## config.mk

```make
export PLATFORM = sky130hd
export DESIGN_NAME = seg_xlate
export DESIGN_NICKNAME = d
export VERILOG_FILES = /design/src/seg_xlate_pkg.sv /design/src/walk_if.sv /design/src/page_walk.sv /design/src/seg_check.sv /design/src/seg_xlate.sv
export SDC_FILE = /design/constraint.sdc
export NUM_CORES = 1
export LEC_CHECK = 0
export ABC_AREA = 1
export BUFFER_PORTS_ARGS = -buffer_cell sky130_fd_sc_hd__clkbuf_2
export CAP_MARGIN = 10
export CORE_ASPECT_RATIO = 1.1
export CORE_MARGIN = 2
export CORE_UTILIZATION = 57
export DETAILED_ROUTE_END_ITERATION = 7
export PLACE_DENSITY = 0.78
export RECOVER_POWER = 50
export SYNTH_ARGS = -nofsm -noshare
export SYNTH_HDL_FRONTEND = slang
export SYNTH_SLANG_ARGS = --single-unit
```

## constraint.sdc

```tcl
create_clock -name clk_sys_i -period 5.1 [get_ports clk_sys_i]
set_clock_uncertainty 0.15 [all_clocks]
set_input_delay 0 -clock clk_sys_i [delete_from_list [all_inputs] [get_ports clk_sys_i]]
set_output_delay 0 -clock clk_sys_i [all_outputs]
set_load 0.01 [all_outputs]
```

## src/seg_xlate_pkg.sv

```systemverilog
// Constants and types shared by the segment translation front end.
// Assumes 32-bit linear and physical addresses and 32-bit table reads.
`default_nettype none
package seg_xlate_pkg;
   // Reset state of fetch and of the data segment register.
   localparam logic [31:0] RESET_FETCH_ADDR = 32'hFFFF_FFF0;
   localparam logic [31:0] DSEG_RESET_LO = 32'h0000_FFFF; // Base 0, limit low.
   localparam logic [31:0] DSEG_RESET_HI = 32'h00CF_9300; // Data, writable, 4 GB.
   // Selector layout.
   localparam logic [15:0] SEL_IDX_MASK = 16'hFFF8; // Index times 8.
   localparam int SEL_TBL_BIT = 2;
   localparam int SEL_RPL_MSB = 1;
   localparam logic [31:0] DESC_HI_OFS = 32'h0000_0004;
   // Descriptor high word fields.
   localparam int D_BASE_TOP_MSB = 31;
   localparam int D_BASE_TOP_LSB = 24;
   localparam int D_G_BIT = 23;
   localparam int D_LIM_MSB = 19;
   localparam int D_LIM_LSB = 16;
   localparam int D_P_BIT = 15;
   localparam int D_DPL_MSB = 14;
   localparam int D_DPL_LSB = 13;
   localparam int D_S_BIT = 12;
   localparam int D_CODE_BIT = 11;
   localparam int D_RW_BIT = 9;
   localparam int D_BASE_MID_MSB = 7;
   // Descriptor low word fields.
   localparam int D_BASE_LOW_LSB = 16;
   localparam int D_LIM_LOW_MSB = 15;
   localparam logic [11:0] LIMIT_FILL = 12'hFFF;
   // Paging layout with 4 KB pages.
   localparam int PAGE_BYTES = 4096;
   localparam int PAGE_OFS_BITS = $clog2(PAGE_BYTES);
   localparam int PD_IDX_LSB = 22;
   localparam int ENTRY_P_BIT = 0;
   localparam logic [1:0] ENTRY_ALIGN = 2'b00;
   // Kinds of request and of fault.
   typedef enum logic [1:0] {
      ACC_READ = 2'b00,
      ACC_WRITE = 2'b01,
      ACC_EXEC = 2'b10,
      ACC_LOAD_DSEG = 2'b11
   } acc_kind_t;
   typedef enum logic [1:0] {
      FLT_NONE = 2'b00,
      FLT_GP = 2'b01,
      FLT_PF = 2'b10
   } fault_t;
endpackage
`default_nettype wire

```

## src/walk_if.sv

```systemverilog
// Carrier between the translation controller and the page walker.
// Assumes both ends share one clock; rdata and ack come from the table port.
`default_nettype none
interface walk_if;
   logic start;
   logic [31:0] lin;
   logic [31:0] dir_base;
   logic done;
   logic fault;
   logic [31:0] phys;
   logic rd;
   logic [31:0] addr;
   logic [31:0] rdata;
   logic ack;
   modport ctrl (output start, lin, dir_base, rdata, ack, input done, fault, phys, rd, addr);
   modport walker (input start, lin, dir_base, rdata, ack, output done, fault, phys, rd, addr);
endinterface
`default_nettype wire
```

## src/page_walk.sv

```systemverilog
// Two-level page walker: directory entry, then table entry.
// Assumes the controller holds lin and dir_base steady during a walk.
`default_nettype none
module page_walk (
   // Clock and reset.
   input wire logic clk_sys_i,
   input wire logic rst_i,
   // Controller side.
   walk_if.walker w
);
   import seg_xlate_pkg::*;
   typedef enum logic [1:0] {
      W_IDLE = 2'b00,
      W_DIR = 2'b01,
      W_TBL = 2'b10
   } wst_t;
   wst_t st_r;
   wst_t st_nxt;
   logic [31:0] addr_nxt;
   logic present;
   logic [31:0] dir_addr;
   logic [31:0] tbl_addr;

   // Entry addresses from the linear address fields.
   assign present = w.rdata[ENTRY_P_BIT];
   assign dir_addr = {w.dir_base[31:PAGE_OFS_BITS], w.lin[31:PD_IDX_LSB], ENTRY_ALIGN};
   assign tbl_addr = {w.rdata[31:PAGE_OFS_BITS], w.lin[PD_IDX_LSB-1:PAGE_OFS_BITS], ENTRY_ALIGN};
   assign w.rd = (st_r != W_IDLE);

   // Next state of the walk.
   always_comb begin
      st_nxt = st_r;
      addr_nxt = w.addr;
      unique case (st_r)
         W_IDLE: begin
            if (w.start) begin
               st_nxt = W_DIR;
               addr_nxt = dir_addr;
            end
         end
         W_DIR: begin
            if (w.ack) begin
               st_nxt = present ? W_TBL : W_IDLE;
               addr_nxt = tbl_addr;
            end
         end
         W_TBL: begin
            if (w.ack) begin
               st_nxt = W_IDLE;
            end
         end
         default: st_nxt = W_IDLE;
      endcase
   end

   // State and address registers.
   always_ff @(posedge clk_sys_i) begin
      if (rst_i) begin
         st_r <= W_IDLE;
         w.addr <= 32'h0000_0000;
      end else begin
         st_r <= st_nxt;
         w.addr <= addr_nxt;
      end
   end

   // Result: a missing entry at either level ends the walk with a fault.
   always_ff @(posedge clk_sys_i) begin
      if (rst_i) begin
         w.done <= 1'b0;
         w.fault <= 1'b0;
         w.phys <= 32'h0000_0000;
      end else begin
         w.done <= w.ack && ((st_r == W_TBL) || (st_r == W_DIR && !present));
         w.fault <= w.ack && !present;
         w.phys <= {w.rdata[31:PAGE_OFS_BITS], w.lin[PAGE_OFS_BITS-1:0]};
      end
   end
endmodule
`default_nettype wire

```

## src/seg_check.sv

```systemverilog
// Combinational descriptor decode and segment access check.
// Assumes the two descriptor words are stable while the result is used.
`default_nettype none
module seg_check (
   // Descriptor and request.
   input wire logic [31:0] lo_i,
   input wire logic [31:0] hi_i,
   input wire logic [31:0] off_i,
   input wire seg_xlate_pkg::acc_kind_t kind_i,
   input wire logic [1:0] cpl_i,
   input wire logic [1:0] rpl_i,
   input wire logic long_mode_i,
   // Result.
   output logic [31:0] base_o,
   output logic [31:0] limit_o,
   output logic [31:0] lin_o,
   output logic ok_o
);
   import seg_xlate_pkg::*;
   logic [19:0] lim20;
   logic [1:0] dpl;
   logic [1:0] eff_pl;
   logic is_code;
   logic rw;
   logic type_ok;
   logic priv_ok;
   logic limit_ok;

   // Field extraction; granular limits fill the low 12 bits with ones.
   assign lim20 = {hi_i[D_LIM_MSB:D_LIM_LSB], lo_i[D_LIM_LOW_MSB:0]};
   assign base_o = {hi_i[D_BASE_TOP_MSB:D_BASE_TOP_LSB], hi_i[D_BASE_MID_MSB:0],
                    lo_i[31:D_BASE_LOW_LSB]};
   assign limit_o = hi_i[D_G_BIT] ? {lim20, LIMIT_FILL} : {12'h000, lim20};
   assign dpl = hi_i[D_DPL_MSB:D_DPL_LSB];
   assign is_code = hi_i[D_CODE_BIT];
   assign rw = hi_i[D_RW_BIT];
   assign eff_pl = (cpl_i > rpl_i) ? cpl_i : rpl_i;

   // Code is never written and data never executed.
   assign type_ok = (kind_i == ACC_EXEC) ? is_code :
                    (kind_i == ACC_WRITE) ? (!is_code && rw) :
                    (!is_code || rw);
   assign priv_ok = (kind_i == ACC_EXEC) ? (cpl_i == dpl) : (eff_pl <= dpl);

   // A 4 GB limit always passes; 64-bit mode skips the limit test.
   assign limit_ok = long_mode_i || (off_i <= limit_o);

   // Overall verdict and the base plus offset sum.
   assign ok_o = hi_i[D_P_BIT] && hi_i[D_S_BIT] && type_ok && priv_ok && limit_ok;
   assign lin_o = base_o + off_i;
endmodule
`default_nettype wire

```

## src/seg_xlate.sv

```systemverilog
// Segment translation front end: selector and offset in, checked access out.
// Assumes the core, the table read port and the memory share clk_sys_i.
`default_nettype none
module seg_xlate (
   // Clock and reset.
   input wire logic clk_sys_i,
   input wire logic rst_i,
   // Requests from the execution core.
   input wire logic req_valid_i,
   output logic req_ready_o,
   input wire logic [15:0] req_sel_i,
   input wire logic [31:0] req_off_i,
   input wire seg_xlate_pkg::acc_kind_t req_kind_i,
   input wire logic req_use_dseg_i,
   // Processor mode and table bases.
   input wire logic [1:0] cpl_i,
   input wire logic paging_en_i,
   input wire logic long_mode_i,
   input wire logic [31:0] gtab_base_i,
   input wire logic [31:0] ltab_base_i,
   input wire logic [31:0] page_dir_base_i,
   // Completion report.
   output logic done_o,
   output logic gp_fault_o,
   output logic pf_fault_o,
   output logic [31:0] lin_addr_o,
   output logic [31:0] phys_addr_o,
   // Descriptor and page table reads.
   output logic tbl_rd_o,
   output logic [31:0] tbl_addr_o,
   input wire logic [31:0] tbl_data_i,
   input wire logic tbl_ack_i,
   // Memory access.
   output logic acc_valid_o,
   output logic acc_write_o,
   output logic [31:0] acc_addr_o,
   input wire logic acc_ready_i
);
   import seg_xlate_pkg::*;

   typedef enum logic [2:0] {
      ST_BOOT = 3'b000,
      ST_IDLE = 3'b001,
      ST_DLO = 3'b010,
      ST_DHI = 3'b011,
      ST_CHECK = 3'b100,
      ST_WALK = 3'b101,
      ST_ACCESS = 3'b110,
      ST_REPORT = 3'b111
   } st_t;

   // Descriptor address from a selector: bit 2 picks the table.
   function automatic logic [31:0] desc_addr(input logic [15:0] sel, input logic [31:0] gtab,
                                             input logic [31:0] ltab);
      logic [31:0] tbase;
      tbase = sel[SEL_TBL_BIT] ? ltab : gtab;
      desc_addr = tbase + {16'h0000, sel & SEL_IDX_MASK};
   endfunction

   st_t state_r;
   st_t state_nxt;
   fault_t fault_r;
   fault_t fault_nxt;
   logic [15:0] sel_r;
   logic [31:0] off_r;
   acc_kind_t kind_r;
   logic use_dseg_r;
   logic [1:0] cpl_r;
   logic paging_r;
   logic long_r;
   logic [31:0] lo_r;
   logic [31:0] hi_r;
   logic [31:0] dseg_lo_r;
   logic [31:0] dseg_hi_r;
   logic [31:0] lin_r;
   logic [31:0] phys_r;
   logic [31:0] phys_nxt;
   logic boot_r;
   logic wstart_r;
   logic null_sel;
   logic take;
   logic in_desc;
   logic desc_ack;
   logic [31:0] chk_lo;
   logic [31:0] chk_hi;
   logic [31:0] chk_base;
   logic [31:0] chk_limit;
   logic [31:0] chk_lin;
   logic chk_ok;
   logic [31:0] cur_desc;

   walk_if w ();

   // Descriptor checker on either the fetched words or the data segment register.
   assign chk_lo = (use_dseg_r && kind_r != ACC_LOAD_DSEG) ? dseg_lo_r : lo_r;
   assign chk_hi = (use_dseg_r && kind_r != ACC_LOAD_DSEG) ? dseg_hi_r : hi_r;

   seg_check u_check (
      .lo_i(chk_lo),
      .hi_i(chk_hi),
      .off_i(off_r),
      .kind_i(kind_r),
      .cpl_i(cpl_r),
      .rpl_i(sel_r[SEL_RPL_MSB:0]),
      .long_mode_i(long_r),
      .base_o(chk_base),
      .limit_o(chk_limit),
      .lin_o(chk_lin),
      .ok_o(chk_ok)
   );

   page_walk u_walk (
      .clk_sys_i(clk_sys_i),
      .rst_i(rst_i),
      .w(w)
   );

   // Walker hookup; it is started only for linear addresses that passed the checks.
   assign w.start = wstart_r;
   assign w.lin = lin_r;
   assign w.dir_base = page_dir_base_i;
   assign w.rdata = tbl_data_i;
   assign w.ack = tbl_ack_i && w.rd;

   // Request acceptance, table port sharing and outputs.
   assign req_ready_o = (state_r == ST_IDLE);
   assign take = req_valid_i && req_ready_o;
   assign null_sel = ((req_sel_i & SEL_IDX_MASK) == 16'h0000) && !req_sel_i[SEL_TBL_BIT];
   assign in_desc = (state_r == ST_DLO) || (state_r == ST_DHI);
   assign desc_ack = in_desc && tbl_ack_i;
   assign cur_desc = desc_addr(sel_r, gtab_base_i, ltab_base_i);
   assign tbl_rd_o = in_desc || w.rd;
   assign tbl_addr_o = (state_r == ST_DLO) ? cur_desc :
                       (state_r == ST_DHI) ? cur_desc + DESC_HI_OFS : w.addr;
   assign acc_valid_o = (state_r == ST_ACCESS);
   assign acc_write_o = (kind_r == ACC_WRITE) && !boot_r;
   assign acc_addr_o = phys_r;
   assign phys_addr_o = phys_r;
   assign lin_addr_o = lin_r;
   assign done_o = (state_r == ST_REPORT);
   assign gp_fault_o = done_o && (fault_r == FLT_GP);
   assign pf_fault_o = done_o && (fault_r == FLT_PF);

   // Sequencer: fetch, check, optional walk, access, report.
   always_comb begin
      state_nxt = state_r;
      fault_nxt = fault_r;
      phys_nxt = phys_r;
      unique case (state_r)
         ST_BOOT: begin
            state_nxt = ST_ACCESS;
            phys_nxt = RESET_FETCH_ADDR;
         end
         ST_IDLE: begin
            fault_nxt = FLT_NONE;
            if (take) begin
               if (req_use_dseg_i && req_kind_i != ACC_LOAD_DSEG) begin
                  state_nxt = ST_CHECK;
               end else if (null_sel) begin
                  state_nxt = ST_REPORT;
                  fault_nxt = FLT_GP;
               end else begin
                  state_nxt = ST_DLO;
               end
            end
         end
         ST_DLO: begin
            if (desc_ack) begin
               state_nxt = ST_DHI;
            end
         end
         ST_DHI: begin
            if (desc_ack) begin
               state_nxt = ST_CHECK;
            end
         end
         ST_CHECK: begin
            if (!chk_ok) begin
               state_nxt = ST_REPORT;
               fault_nxt = FLT_GP;
            end else if (kind_r == ACC_LOAD_DSEG) begin
               state_nxt = ST_REPORT;
            end else if (paging_r) begin
               state_nxt = ST_WALK;
            end else begin
               state_nxt = ST_ACCESS;
               phys_nxt = chk_lin;
            end
         end
         ST_WALK: begin
            if (w.done) begin
               state_nxt = w.fault ? ST_REPORT : ST_ACCESS;
               fault_nxt = w.fault ? FLT_PF : FLT_NONE;
               phys_nxt = w.phys;
            end
         end
         ST_ACCESS: begin
            if (acc_ready_i) begin
               state_nxt = boot_r ? ST_IDLE : ST_REPORT;
            end
         end
         ST_REPORT: begin
            state_nxt = ST_IDLE;
         end
      endcase
   end

   // Control state.
   always_ff @(posedge clk_sys_i) begin
      if (rst_i) begin
         state_r <= ST_BOOT;
         fault_r <= FLT_NONE;
         phys_r <= RESET_FETCH_ADDR;
         boot_r <= 1'b1;
         wstart_r <= 1'b0;
      end else begin
         state_r <= state_nxt;
         fault_r <= fault_nxt;
         phys_r <= phys_nxt;
         boot_r <= boot_r && !(state_r == ST_ACCESS && acc_ready_i);
         wstart_r <= (state_r == ST_CHECK) && (state_nxt == ST_WALK);
      end
   end

   // Request capture; mode inputs are frozen for the whole access.
   always_ff @(posedge clk_sys_i) begin
      if (rst_i) begin
         sel_r <= 16'h0000;
         off_r <= 32'h0000_0000;
         kind_r <= ACC_READ;
         use_dseg_r <= 1'b0;
         cpl_r <= 2'b00;
         paging_r <= 1'b0;
         long_r <= 1'b0;
      end else if (take) begin
         sel_r <= req_sel_i;
         off_r <= req_off_i;
         kind_r <= req_kind_i;
         use_dseg_r <= req_use_dseg_i;
         cpl_r <= cpl_i;
         paging_r <= paging_en_i;
         long_r <= long_mode_i;
      end
   end

   // Descriptor words from the table port.
   always_ff @(posedge clk_sys_i) begin
      if (rst_i) begin
         lo_r <= 32'h0000_0000;
         hi_r <= 32'h0000_0000;
      end else if (desc_ack) begin
         if (state_r == ST_DLO) begin
            lo_r <= tbl_data_i;
         end else begin
            hi_r <= tbl_data_i;
         end
      end
   end

   // Linear address and data segment register; the latter resets to a flat segment.
   always_ff @(posedge clk_sys_i) begin
      if (rst_i) begin
         lin_r <= 32'h0000_0000;
         dseg_lo_r <= DSEG_RESET_LO;
         dseg_hi_r <= DSEG_RESET_HI;
      end else if (state_r == ST_CHECK) begin
         lin_r <= chk_lin;
         if (chk_ok && kind_r == ACC_LOAD_DSEG) begin
            dseg_lo_r <= lo_r;
            dseg_hi_r <= hi_r;
         end
      end
   end

   // Checks on the sequencer.
   a_boot_fetch_addr: assert property (@(posedge clk_sys_i) disable iff (rst_i)
      $past(rst_i) |=> acc_valid_o && acc_addr_o == RESET_FETCH_ADDR && !acc_write_o)
      else $error("first access after reset is not the reset fetch");
   a_dseg_flat_base: assert property (@(posedge clk_sys_i) disable iff (rst_i)
      $past(rst_i) |-> {dseg_hi_r[D_BASE_TOP_MSB:D_BASE_TOP_LSB], dseg_hi_r[D_BASE_MID_MSB:0],
                        dseg_lo_r[31:D_BASE_LOW_LSB]} == 32'h0000_0000)
      else $error("data segment base not zero after reset");
   a_desc_fetch_addr: assert property (@(posedge clk_sys_i) disable iff (rst_i)
      state_r == ST_DLO && tbl_rd_o |-> tbl_addr_o ==
         (sel_r[SEL_TBL_BIT] ? ltab_base_i : gtab_base_i) + {16'h0000, sel_r[15:3], 3'b000})
      else $error("descriptor read address wrong");
   a_limit_gp: assert property (@(posedge clk_sys_i) disable iff (rst_i)
      state_r == ST_CHECK && !long_r && off_r > chk_limit |=> gp_fault_o ##1 state_r == ST_IDLE)
      else $error("out of limit access not faulted");
   a_lin_sum: assert property (@(posedge clk_sys_i) disable iff (rst_i)
      state_r == ST_CHECK |=> lin_r == $past(chk_base) + $past(off_r))
      else $error("linear address is not base plus offset");
   a_flat_passthru: assert property (@(posedge clk_sys_i) disable iff (rst_i)
      acc_valid_o && !boot_r && !paging_r |-> acc_addr_o == lin_r)
      else $error("unpaged access address differs from linear");
   a_fault_no_access: assert property (@(posedge clk_sys_i) disable iff (rst_i)
      state_r == ST_CHECK && !chk_ok |=> (!acc_valid_o && !w.start) [*2])
      else $error("faulting access reached memory or paging");
   a_page_fault: assert property (@(posedge clk_sys_i) disable iff (rst_i)
      state_r == ST_WALK && w.done && w.fault |=> pf_fault_o && !gp_fault_o && !acc_valid_o)
      else $error("missing page not reported as page fault");
   a_one_fault: assert property (@(posedge clk_sys_i) disable iff (rst_i)
      gp_fault_o |-> !pf_fault_o && !$past(w.start))
      else $error("more than one fault for one access");
   a_write_code: assert property (@(posedge clk_sys_i) disable iff (rst_i)
      state_r == ST_CHECK && kind_r == ACC_WRITE && chk_hi[D_CODE_BIT] |=> gp_fault_o)
      else $error("write to code segment not rejected");
endmodule
`default_nettype wire

```

# Word level (Yosys, flattened, before mapping)
# Index checks and enable logic that the tools add are counted.
# totals
register_bits	322
inputBits	188
out_inout_bits	135
# op_classes
addsub	3
n_lt_le_gt_ge	3
n_eq_ne	26
n_mux	43
n_bitwise	1
n_reduce_logical	45
# ops
op	count
two-way mux 32 bit	12
one-hot mux 32 bit (3 select lines)	1
one-hot mux 32 bit (2 select lines)	1
adder 32 x 16 -> 32 bit	1
adder 32 x 3 -> 32 bit (second input constant)	1
adder 32 bit	1
less-or-equal comparator 32 bit	1
two-way mux 3 bit	8
one-hot mux 3 bit (8 select lines)	1
two-way mux 2 bit	11
logical AND 1 bit	21
zero test 16 bit	1
== test 3 bit (second input constant)	5
!= test 2 bit (second input constant)	7
one-hot mux 2 bit (3 select lines)	2
AND reduction 3 bit	3
== test 2 bit (second input constant)	4
two-way mux 1 bit	7
== test 2 x 1 -> 1 bit (second input constant)	3
== test 3 x 2 -> 1 bit (second input constant)	2
!= test 2 x 1 -> 1 bit (second input constant)	3
AND reduction 2 bit	3
nonzero test 3 bit	2
zero test 1 bit	5
10 further kinds	15

# Logic depth before layout (Yosys ltp)
# Gate-level depths: netlist of run 1.
# logic_depth
depth_word	14
ltp_mapped	27
depth_no_buf	24

# Hierarchy
# Synthesis of run 1 repeated with hierarchy kept, for this count alone.
# unflattened
cells_unflattened	3039
hier_area_um2	19748.9
# modules_own_cells
module	instances	cells_per_inst	area_each_um2	seq_area_each_um2
seg_xlate	1	1987	13457.9	5084.9
seg_check	1	656	3607.2	0.0
page_walk	1	396	2683.8	1321.3

# Worst setup path after synthesis of run 1
# Ideal clock, no wire load.
# synth_timing
kind	reg2reg
startpoint	register kind_r[1]
endpoint	register phys_r[22] (netlist: acc_addr_o[22])
t_arrival_ps	3364
t_required_ps	4816
setup_slack_ps	1452
path_stages_with_launch	22
n_path_buf	3
period_less_slack_ps	3648
cell_sequence	dfxtp_1 > nand2_1 > nand2_2 > buf_4 > clkbuf_1 > buf_1 > mux2_2 > ha_1 > inv_1 > fa_1 > inv_1 > nand3_1 > nand2_1 > a21boi_0 > o21ai_0 > nand2_1 > nand2_1 > or2_2 > nand3_1 > nand2_1 > nand3_1 > nand3_1
# synth_via
elab_chain_len	12
elab_cells_between_ends	30
cone_classes	add/sub (1); order compare (2); eq/ne (7); mux (10); reduce/logical (10)
# synth_rtl
item	line	source
start: declaration	seg_xlate.sv:66	acc_kind_t kind_r;
start signal: assignment	seg_xlate.sv:238	kind_r <= req_kind_i;
parallel branches: the longest is 12 deep, another holds adder 32 bit	n/a	
end signal: assignment	seg_xlate.sv:219	phys_r <= phys_nxt;
end: declaration	seg_xlate.sv:76	logic [31:0] phys_r;
# Parallel ways; which one is timed is not known. The select of a mux whose other input is x is not followed.
# A chain may end at the register's enable or synchronous reset.

==> summary.md, run 1 <==
| Metric | Value |
|---|---|
| Simple-Gate Fraction of Synth Area | `0.320` |
| FFs w/ async S/R, synth | `0` |
| Initial Utilization | `0.577` |
| Synth Area per Inst | `~6.5 um^2` |
| Min-delay worst type | `primary input to flip-flop` |
| Die width | `roughly 180 um` |
| Max Used Layer | `met4` |
| Top_reg_cell synth | `dfxtp_1` |
| Setup_tns | `0 ns` |
| Mapped Nets | `3118` |
| Core area | `approximately 32000 um^2` |
| DIE AREA | `between 30000 and 40000 um^2` |
| Worst r2r path cells | `10` |
| FF-to-FF Start | `state_r[1]` |
| Crit-path max FO | `110` |
| Max stage delay on crit path | `2.10 ns` |
| Failing checks | `max-capacitance violations, max-slew violations` |
| Grt total ovfl | `0` |
| FP Rows | `69` |
| Chain of cells forming the critical path | `dlygate4sd3_1 > clkbuf_1 > inv_1 > buf_4 > o21ai_0 > a31oi_1 > dlygate4sd3_1` |
| Clock transition at path regs | `about 0.06 ns` |
| Depth of the worst hold-timing path | `4` |
| Maximum VDD drop | `between 0.4 and 0.5 mV` |
| Part of the cycle the worst path needs | `0.901` |
| DRC errors left | `0` |
| TritonCTS clock tree | `yes` |
| Initial antenna violation count | `2` |
| Mapped cell area | `about 19000 um^2` |
| Combinational share of power | `0.434` |
| Yosys cell types | `between 50 and 60` |
| Count leader, synth | `nand2_1` |
| Seq/Total Area, Yosys | `0.334` |
| Adder-cell share of the synthesized area | `0.0573` |
| Vias in the first global route | `between 15000 and 20000` |
| Share of cells above drive strength 1 | `0.132` |
| Worst hold endpoint | `long_r` |
| Sw Ratio | `0.432` |
| Num CTS Buffers | `34` |
| Die height | `around 190 um` |
| Final net count | `~3500` |
| WP data arrival | `approximately 5 ns` |
| Setup crit end kind | `flip-flop` |
| Synth Area in Compound Gates | `0.180` |
| Final setup fails | `0` |
| Area grow syn2layout | `20.7%` |
| Final hold vios | `0` |
| Post-synthesis xor/xnor area fraction | `0.00377` |
| Yosys synthesis warning count | `0` |
| Fill cells | `2781` |
| CTS Root Cell | `clkbuf_16` |
| Critical path type | `primary input to flip-flop` |
| Routed vias | `21000` |
| H-tree depth | `2` |
| Cell accounting for the most synthesized area | `dfxtp_1` |
| I/O Buffers | `310` |
| Final Util | `0.697` |
| Crit start category | `primary input` |
| Max-slew headroom | `-2.09` |
| Tightest Pin Transition | `between 4 and 5 ns` |
| DP HPWL | `between 50000 and 60000 um` |
| Sw power | `around 0.0043 W` |
| Leakage | `10.3 nW` |
| Pre-antenna DRT Iters | `5` |
| DRT antenna net count | `0` |
| Final Critical Period | `roughly 4.6 ns` |
| Top cell type's share of synthesized area | `0.334` |
| Routed wire length | `~70000 um` |
| Drt initial violations | `2086` |
| HP Start | `long_mode_i` |
| Met3 Wirelength | `between 6000 and 7000 um` |
| Post-synth top cells | `nand2_1 (729), dfxtp_1 (310), nor2_1 (305), o21ai_0 (261), a21oi_1 (253)` |
| Max-cap viol count | `2` |
| R2R Path End | `hi_r[23]` |
| Leading post-synthesis cells by cell area | `dfxtp_1 (33%), nand2_1 (15%), o21ai_0 (7.0%)` |
| Metal-1 WL | `between 20000 and 30000 um` |
| Post-synth EDFFs | `0` |
| Crit path top cell by count | `dlygate4sd3_1` |
| Reg-to-reg slack, setup | `between 0.6 and 0.7 ns` |
| DR WL/cell | `19.3 um` |
| WP data required | `around 5.4 ns` |
| I/O Pins | `323` |
| Largest family of logic cells by synthesized area | `simple AND/OR/NAND/NOR gates` |
| Power density over the cells | `around 440 nW/um^2` |
| Sequential Power Share | `0.307` |
| RSZ-0062 raised after global routing | `false` |
| Slowest CP cell | `inv_1` |
| Outcome | `complete, but fails checks` |
| Max-slew violation count | `210` |
| Mapped Cells | `2846` |
| Global Route Usage Sum | `0.399` |
| Skew-Pair Late Insertion Delay | `roughly 0.54 ns` |
| Clock Power Share | `0.259` |
| Post-CTS Repair Setup Buffers | `0` |
| Number of synthesized register bits | `just over 300` |
| Largest net degree at the start of global routing | `111` |
| Internal | `0.00560 W` |
| CTS sink cnt | `between 300 and 400` |
| Fmax | `0.218 GHz` |
| Mux cell area share after synthesis | `0.00956` |
| Global-route wire length before repair | `107000 um` |
| Via density | `roughly 5.8` |
| Gpl congestion | `about 0.99` |
| Routed wire length on met2 | `~32000 um` |
| Max clock buf depth | `3` |
-- timing repair --
item,4_1_cts,5_1_grt
hold endpoints to repair,167,0
hold buffers,133,0
gates resized for setup,0,0
-- stage by stage --
stage / power, W / worst slack (ns) / hold WS (ns) / std cells / instance area, um^2
2_1_floorplan: 0.00578 / 1.45 / -0.0715 / 2846 / 18600
3_3_place_gp: 0.00704 / 1.02 / 0.0930 / 3444 / 20100
3_5_place_dp: 0.00713 / 0.967 / 0.0983 / 3444 / 20100
4_1_cts: 0.00978 / 0.755 / 0.100 / 3637 / 22600
5_1_grt: 0.0104 / 0.318 / 0.133 / 3638 / 22400
6_report: 0.00986 / 0.506 / 0.110 / 3640 / 22400
-- layout by cell type, fill, tap and decap left out, types with 33 or more instances in the layout --
master,synthesis,routed
a21oi_1,253,253
dlygate4sd3_1,0,133
o21ai_0,261,261
clkbuf_2,0,206
clkbuf_16,0,35
a31oi_1,33,33
ha_1,82,82
nand3_1,194,194
nor2_1,305,303
dfxtp_1,310,309
inv_1,234,237
clkbuf_1,98,111
nand2_1,729,728
-- critical path, delay by kind of cell --
family | cells | cell delay, ns
AOI/OAI and AO/OA | 2 | 0.51
buffers and inverters | 5 | 4.26
-- kinds of logic (layout without fill, tap and decap cells) --
kind of cell	after synthesis	after routing
other cells	0	3
mux	16	16
flops	310	310
buf+inv	415	780
xor+xnor	8	8
simple gates	1387	1387
fa+ha+maj	84	84
compound gates	626	626
-- registers in the layout, summed over array words and instances (netlist names), 2 cells and up --
| signal | count |
|---|---|
| hi_r | 27 |
| cpl_r | 2 |
| u_walk.st_r | 2 |
| fault_r | 2 |
| u_walk.w.addr | 30 |
| lo_r | 32 |
| acc_addr_o | 32 |
| kind_r | 2 |
| dseg_lo_r | 32 |
| sel_r | 16 |
| dseg_hi_r | 27 |
| lin_addr_o | 32 |
| off_r | 32 |
| state_r | 3 |
| u_walk.w.phys | 32 |
-- power by group through the flow --
stage | clock [W] | sequential (W) | combinational [W]
after floorplan | 0 | 0.00300 | 0.00279
final | 0.00256 | 0.00302 | 0.00428
after global placement | 0 | 0.00305 | 0.00399
after detailed placement | 0 | 0.00306 | 0.00407
after CTS | 0.00255 | 0.00301 | 0.00422
after global routing | 0.00265 | 0.00305 | 0.00468
-- cell type report --
cell class                      count  area, um^2  area share
Sequential cell                   310        6210       0.277
Clock inverter                     15         163     0.00725
Timing Repair Buffer              473        2980       0.133
Clock buffer                       45         983      0.0438
Antenna cell                        3        7.51    0.000335
Tap cell                          426         533      0.0238
Multi-Input combinational cell   2121       10600       0.474
Inverter                          247         928      0.0414
-- worst max path at each step --
stage	startpoint	to	slack (ns)	cells after the start
finish	rst_i	u_walk.w.addr[28]	0.51	7
floorplan	kind_r[1]	acc_addr_o[22]	1.45	21
CTS	sel_r[2]	tbl_addr_o[24]	0.76	20
global route	rst_i	lin_addr_o[3]	0.32	6
global placement	use_dseg_r	acc_addr_o[2]	1.02	19
detailed placement	use_dseg_r	dseg_lo_r[17]	0.97	21
-- per-layer routing --
metal  global-route usage  vias up
met3               0.0719      244
met2                0.663     1066
li1                     -    10000
met1                0.499     9696
met4                0.192        0
met5                    0        -
(Power assumes the default switching activity.)
==> run 2: changes to the inputs <==
--- a/config.mk
+++ b/config.mk
@@ -6,13 +6,13 @@
 export NUM_CORES = 1
 export LEC_CHECK = 0
 export ABC_AREA = 1
-export BUFFER_PORTS_ARGS = -buffer_cell sky130_fd_sc_hd__clkbuf_2
 export CAP_MARGIN = 10
 export CORE_ASPECT_RATIO = 1.1
 export CORE_MARGIN = 2
-export CORE_UTILIZATION = 57
+export CORE_UTILIZATION = 59
 export DETAILED_ROUTE_END_ITERATION = 7
-export PLACE_DENSITY = 0.78
+export DONT_BUFFER_PORTS = 1
+export PLACE_DENSITY = 0.72
 export RECOVER_POWER = 50
 export SYNTH_ARGS = -nofsm -noshare
 export SYNTH_HDL_FRONTEND = slang
==> run 2 against run 1 <==
The run still ends with max-capacitance violations, max-slew violations left; sequential power rose by 4%; utilization fell by 1.6 points; combinational power fell by 10%; die area fell by 3.3%; fmax fell by 5.9%; non-clock buffer count fell by 282; clock-buffer cell count rose by 3; via count fell by 5.5%.
==> summary.md, run 2 (synthesized netlist as in run 1, its figures left out) <==
| Metric | Value |
|---|---|
| I/O Pins | `323 (unchanged)` |
| Global-route wire length before repair | `104000 um (-3.1%)` |
| Max-slew violation count | `136 (-35%)` |
| Setup_tns | `0 ns (unchanged)` |
| Leakage | `9.35 nW (-9.2%)` |
| Sw power | `0.00404 W (-5.2%)` |
| DIE AREA | `33000 um^2 (-3.3%)` |
| Sw Ratio | `0.436 (+0.00390)` |
| Post-CTS Repair Setup Buffers | `0 (unchanged)` |
| Fill cells | `2627 (-5.5%)` |
| H-tree depth | `1 (-1)` |
| Final hold vios | `0 (unchanged)` |
| Share of cells above drive strength 1 | `0.0731 (-0.0586)` |
| Internal | `0.00523 W (-6.7%)` |
| Final setup fails | `0 (unchanged)` |
| Crit-path max FO | `44 (-60%)` |
| WP data arrival | `5.20 ns (+0.30 ns)` |
| DRT antenna net count | `0 (unchanged)` |
| Max stage delay on crit path | `0.97 ns (-1.13 ns)` |
| DR WL/cell | `20.2 um (+4.7%)` |
| Hold_ws | `0.00622 ns (-0.104 ns)` |
| Slowest CP cell | `clkbuf_1` |
| Initial antenna violation count | `5 (+3)` |
| Area grow syn2layout | `14.3%` |
| I/O Buffers | `0 (-100%)` |
| Drt initial violations | `1845 (-12%)` |
| Outcome | `complete, but fails checks` |
| Clock Power Share | `0.248 (-0.011)` |
| Post-place instance area | `18500 um^2 (-7.8%)` |
| Crit start category | `flip-flop` |
| Routed wire length | `67700 um (-3.6%)` |
| Commonest cells after routing, fill and taps aside | `nand2_1 (728), dfxtp_1 (308), nor2_1 (301), o21ai_0 (261), a21oi_1 (253)` |
| Maximum VDD drop | `0.320 mV (-33%)` |
| Min-delay worst type | `primary input to output port` |
| Sequential Power Share | `0.337 (+0.030)` |
| Max clock buf depth | `3 (unchanged)` |
| DRC errors left | `0 (unchanged)` |
| Final Util | `0.680 (-0.0163)` |
| Clock transition at path regs | `0.07 ns (about the same)` |
| Max-cap viol count | `2 (unchanged)` |
| Core area | `31200 um^2 (-3.0%)` |
| Buf+Inv Stages, Crit Path | `8 (+3)` |
| Largest net degree at the start of global routing | `110 (-0.90%)` |
| Final instance area | `21200 um^2 (-5.3%)` |
| CTS sink cnt | `310 (unchanged)` |
| Tightest Pin Transition | `2.93 ns (-1.71 ns)` |
| Grt total ovfl | `0 (unchanged)` |
| FP Rows | `68 (-1.4%)` |
| Final Critical Period | `4.88 ns (+0.287 ns)` |
| Final net count | `3174 (-8.2%)` |
| CTS Root Cell | `clkbuf_16` |
| Num CTS Buffers | `31 (-8.8%)` |
| Fmax | `0.205 GHz (-5.9%)` |
| Critical path type | `flip-flop to flip-flop` |
| Chain of cells forming the critical path | `inv_1 > nor2_2 > clkbuf_1 > inv_2 > nor2_1 > buf_4 > inv_1 > nor2_2 > buf_4 > inv_1 > nor2_1 > dlygate4sd3_1 > nor2_1` |
| Pre-antenna DRT Iters | `7 (+2)` |
| Power density over the cells | `436 nW/um^2 (-0.78%)` |
| Skew-Pair Late Insertion Delay | `0.60 ns (+0.06 ns)` |
| Max-slew headroom | `-0.954 (+1.14)` |
| Failing checks | `max-capacitance violations, max-slew violations` |
| Part of the cycle the worst path needs | `0.957 (+0.0563)` |
| Commonest non-fill, non-tap cell in the layout | `nand2_1` |
| Via density | `5.93 (+2.7%)` |
| Initial Utilization | `0.595 (+0.0181)` |
| Global Route Usage Sum | `0.401 (+0.00184)` |
| Die height | `190 um (-1.7%)` |
| Die width | `173 um (-1.7%)` |
| WP data required | `5.42 ns (+0.02 ns)` |
| DP HPWL | `48800 um (-2.7%)` |
| Gpl congestion | `0.955 (-3.1%)` |
| RSZ-0062 raised after global routing | `false` |
| CP top delay family | `buffers and inverters` |
| Vias in the first global route | `18800 (-4.2%)` |
| Setup crit end kind | `flip-flop` |
| TritonCTS clock tree | `yes` |
| Routed vias | `19900 (-5.5%)` |
| Combinational share of power | `0.414 (-0.020)` |
## run 2: changes by cell type in the layout (fill, tap and decap cells not counted), moves of 3 or more
cell,delta
clkbuf_2,-205
clkbuf_1,-103
dlygate4sd3_1,+31
buf_4,-6
clkbuf_16,-4
clkbuf_8,+4
clkinv_2,-3
## run 2: routing by layer
layer	track usage	wire (um)	part of all wire	vias to the layer above
met1	0.484	26400	0.39	9164
li1	-	-	-	9466
met2	0.668	30700	0.45	975
met3	0.0993	6540	0.097	252
met5	0	13	0.00019	-
met4	0.201	4040	0.060	2
## run 2: final timing paths
kind / startpoint / to / slack, ns / depth (start not counted)
max: state_r[1] / hi_r[5] / 0.22 / 13
min reg2reg: dseg_hi_r[12] / dseg_hi_r[12] / 0.29 / 2
max reg2reg: state_r[1] / hi_r[5] / 0.22 / 13
min: ltab_base_i[1] / tbl_addr_o[1] / 0.006 / 2
## run 2: timing repair
action / in CTS / in global routing
setup endpoints to repair: 0 / 1
endpoints found under the hold margin: 276 / 0
resized for setup: 0 / 4
hold buffers: 165 / 0
## run 2: worst register-to-register path, cell delays in order, from the launching register on
cell	delay, ns
dfxtp_1	0.39
inv_1	0.10
nor2_2	0.08
clkbuf_1	0.97
inv_2	0.39
nor2_1	0.19
buf_4	0.32
inv_1	0.36
nor2_2	0.16
buf_4	0.39
inv_1	0.39
nor2_1	0.22
dlygate4sd3_1	0.60
nor2_1	0.05
## run 2: cell type report
class / instances / area (um^2) / area share
sequential: 310 / 6210 / 0.292
clock buffer: 48 / 950 / 0.0447
antenna: 3 / 7.51 / 0.000353
timing repair buffer: 191 / 1900 / 0.0892
clock inverter: 9 / 83.8 / 0.00395
multi-input combinational: 2121 / 10600 / 0.501
tap: 420 / 526 / 0.0247
inverter: 247 / 932 / 0.0439
## run 2: power by group through the flow
stage / combinational [W] / sequential, W / clock [W]
2_1_floorplan: 0.00279 / 0.00300 / 0
3_3_place_gp: 0.00347 / 0.00315 / 0
3_5_place_dp: 0.00355 / 0.00316 / 0
4_1_cts: 0.00372 / 0.00311 / 0.00230
5_1_grt: 0.00423 / 0.00315 / 0.00240
6_report: 0.00384 / 0.00313 / 0.00230
## run 2: per-stage QoR
step	instances	worst slack, ns	total power, W
after floorplan	2846	1.45	0.00578
after global placement	3124	0.817	0.00663
after CTS	3346	0.208	0.00914
after global routing	3348	0.00342	0.00979
final	3349	0.219	0.00927
after detailed placement	3124	0.713	0.00671
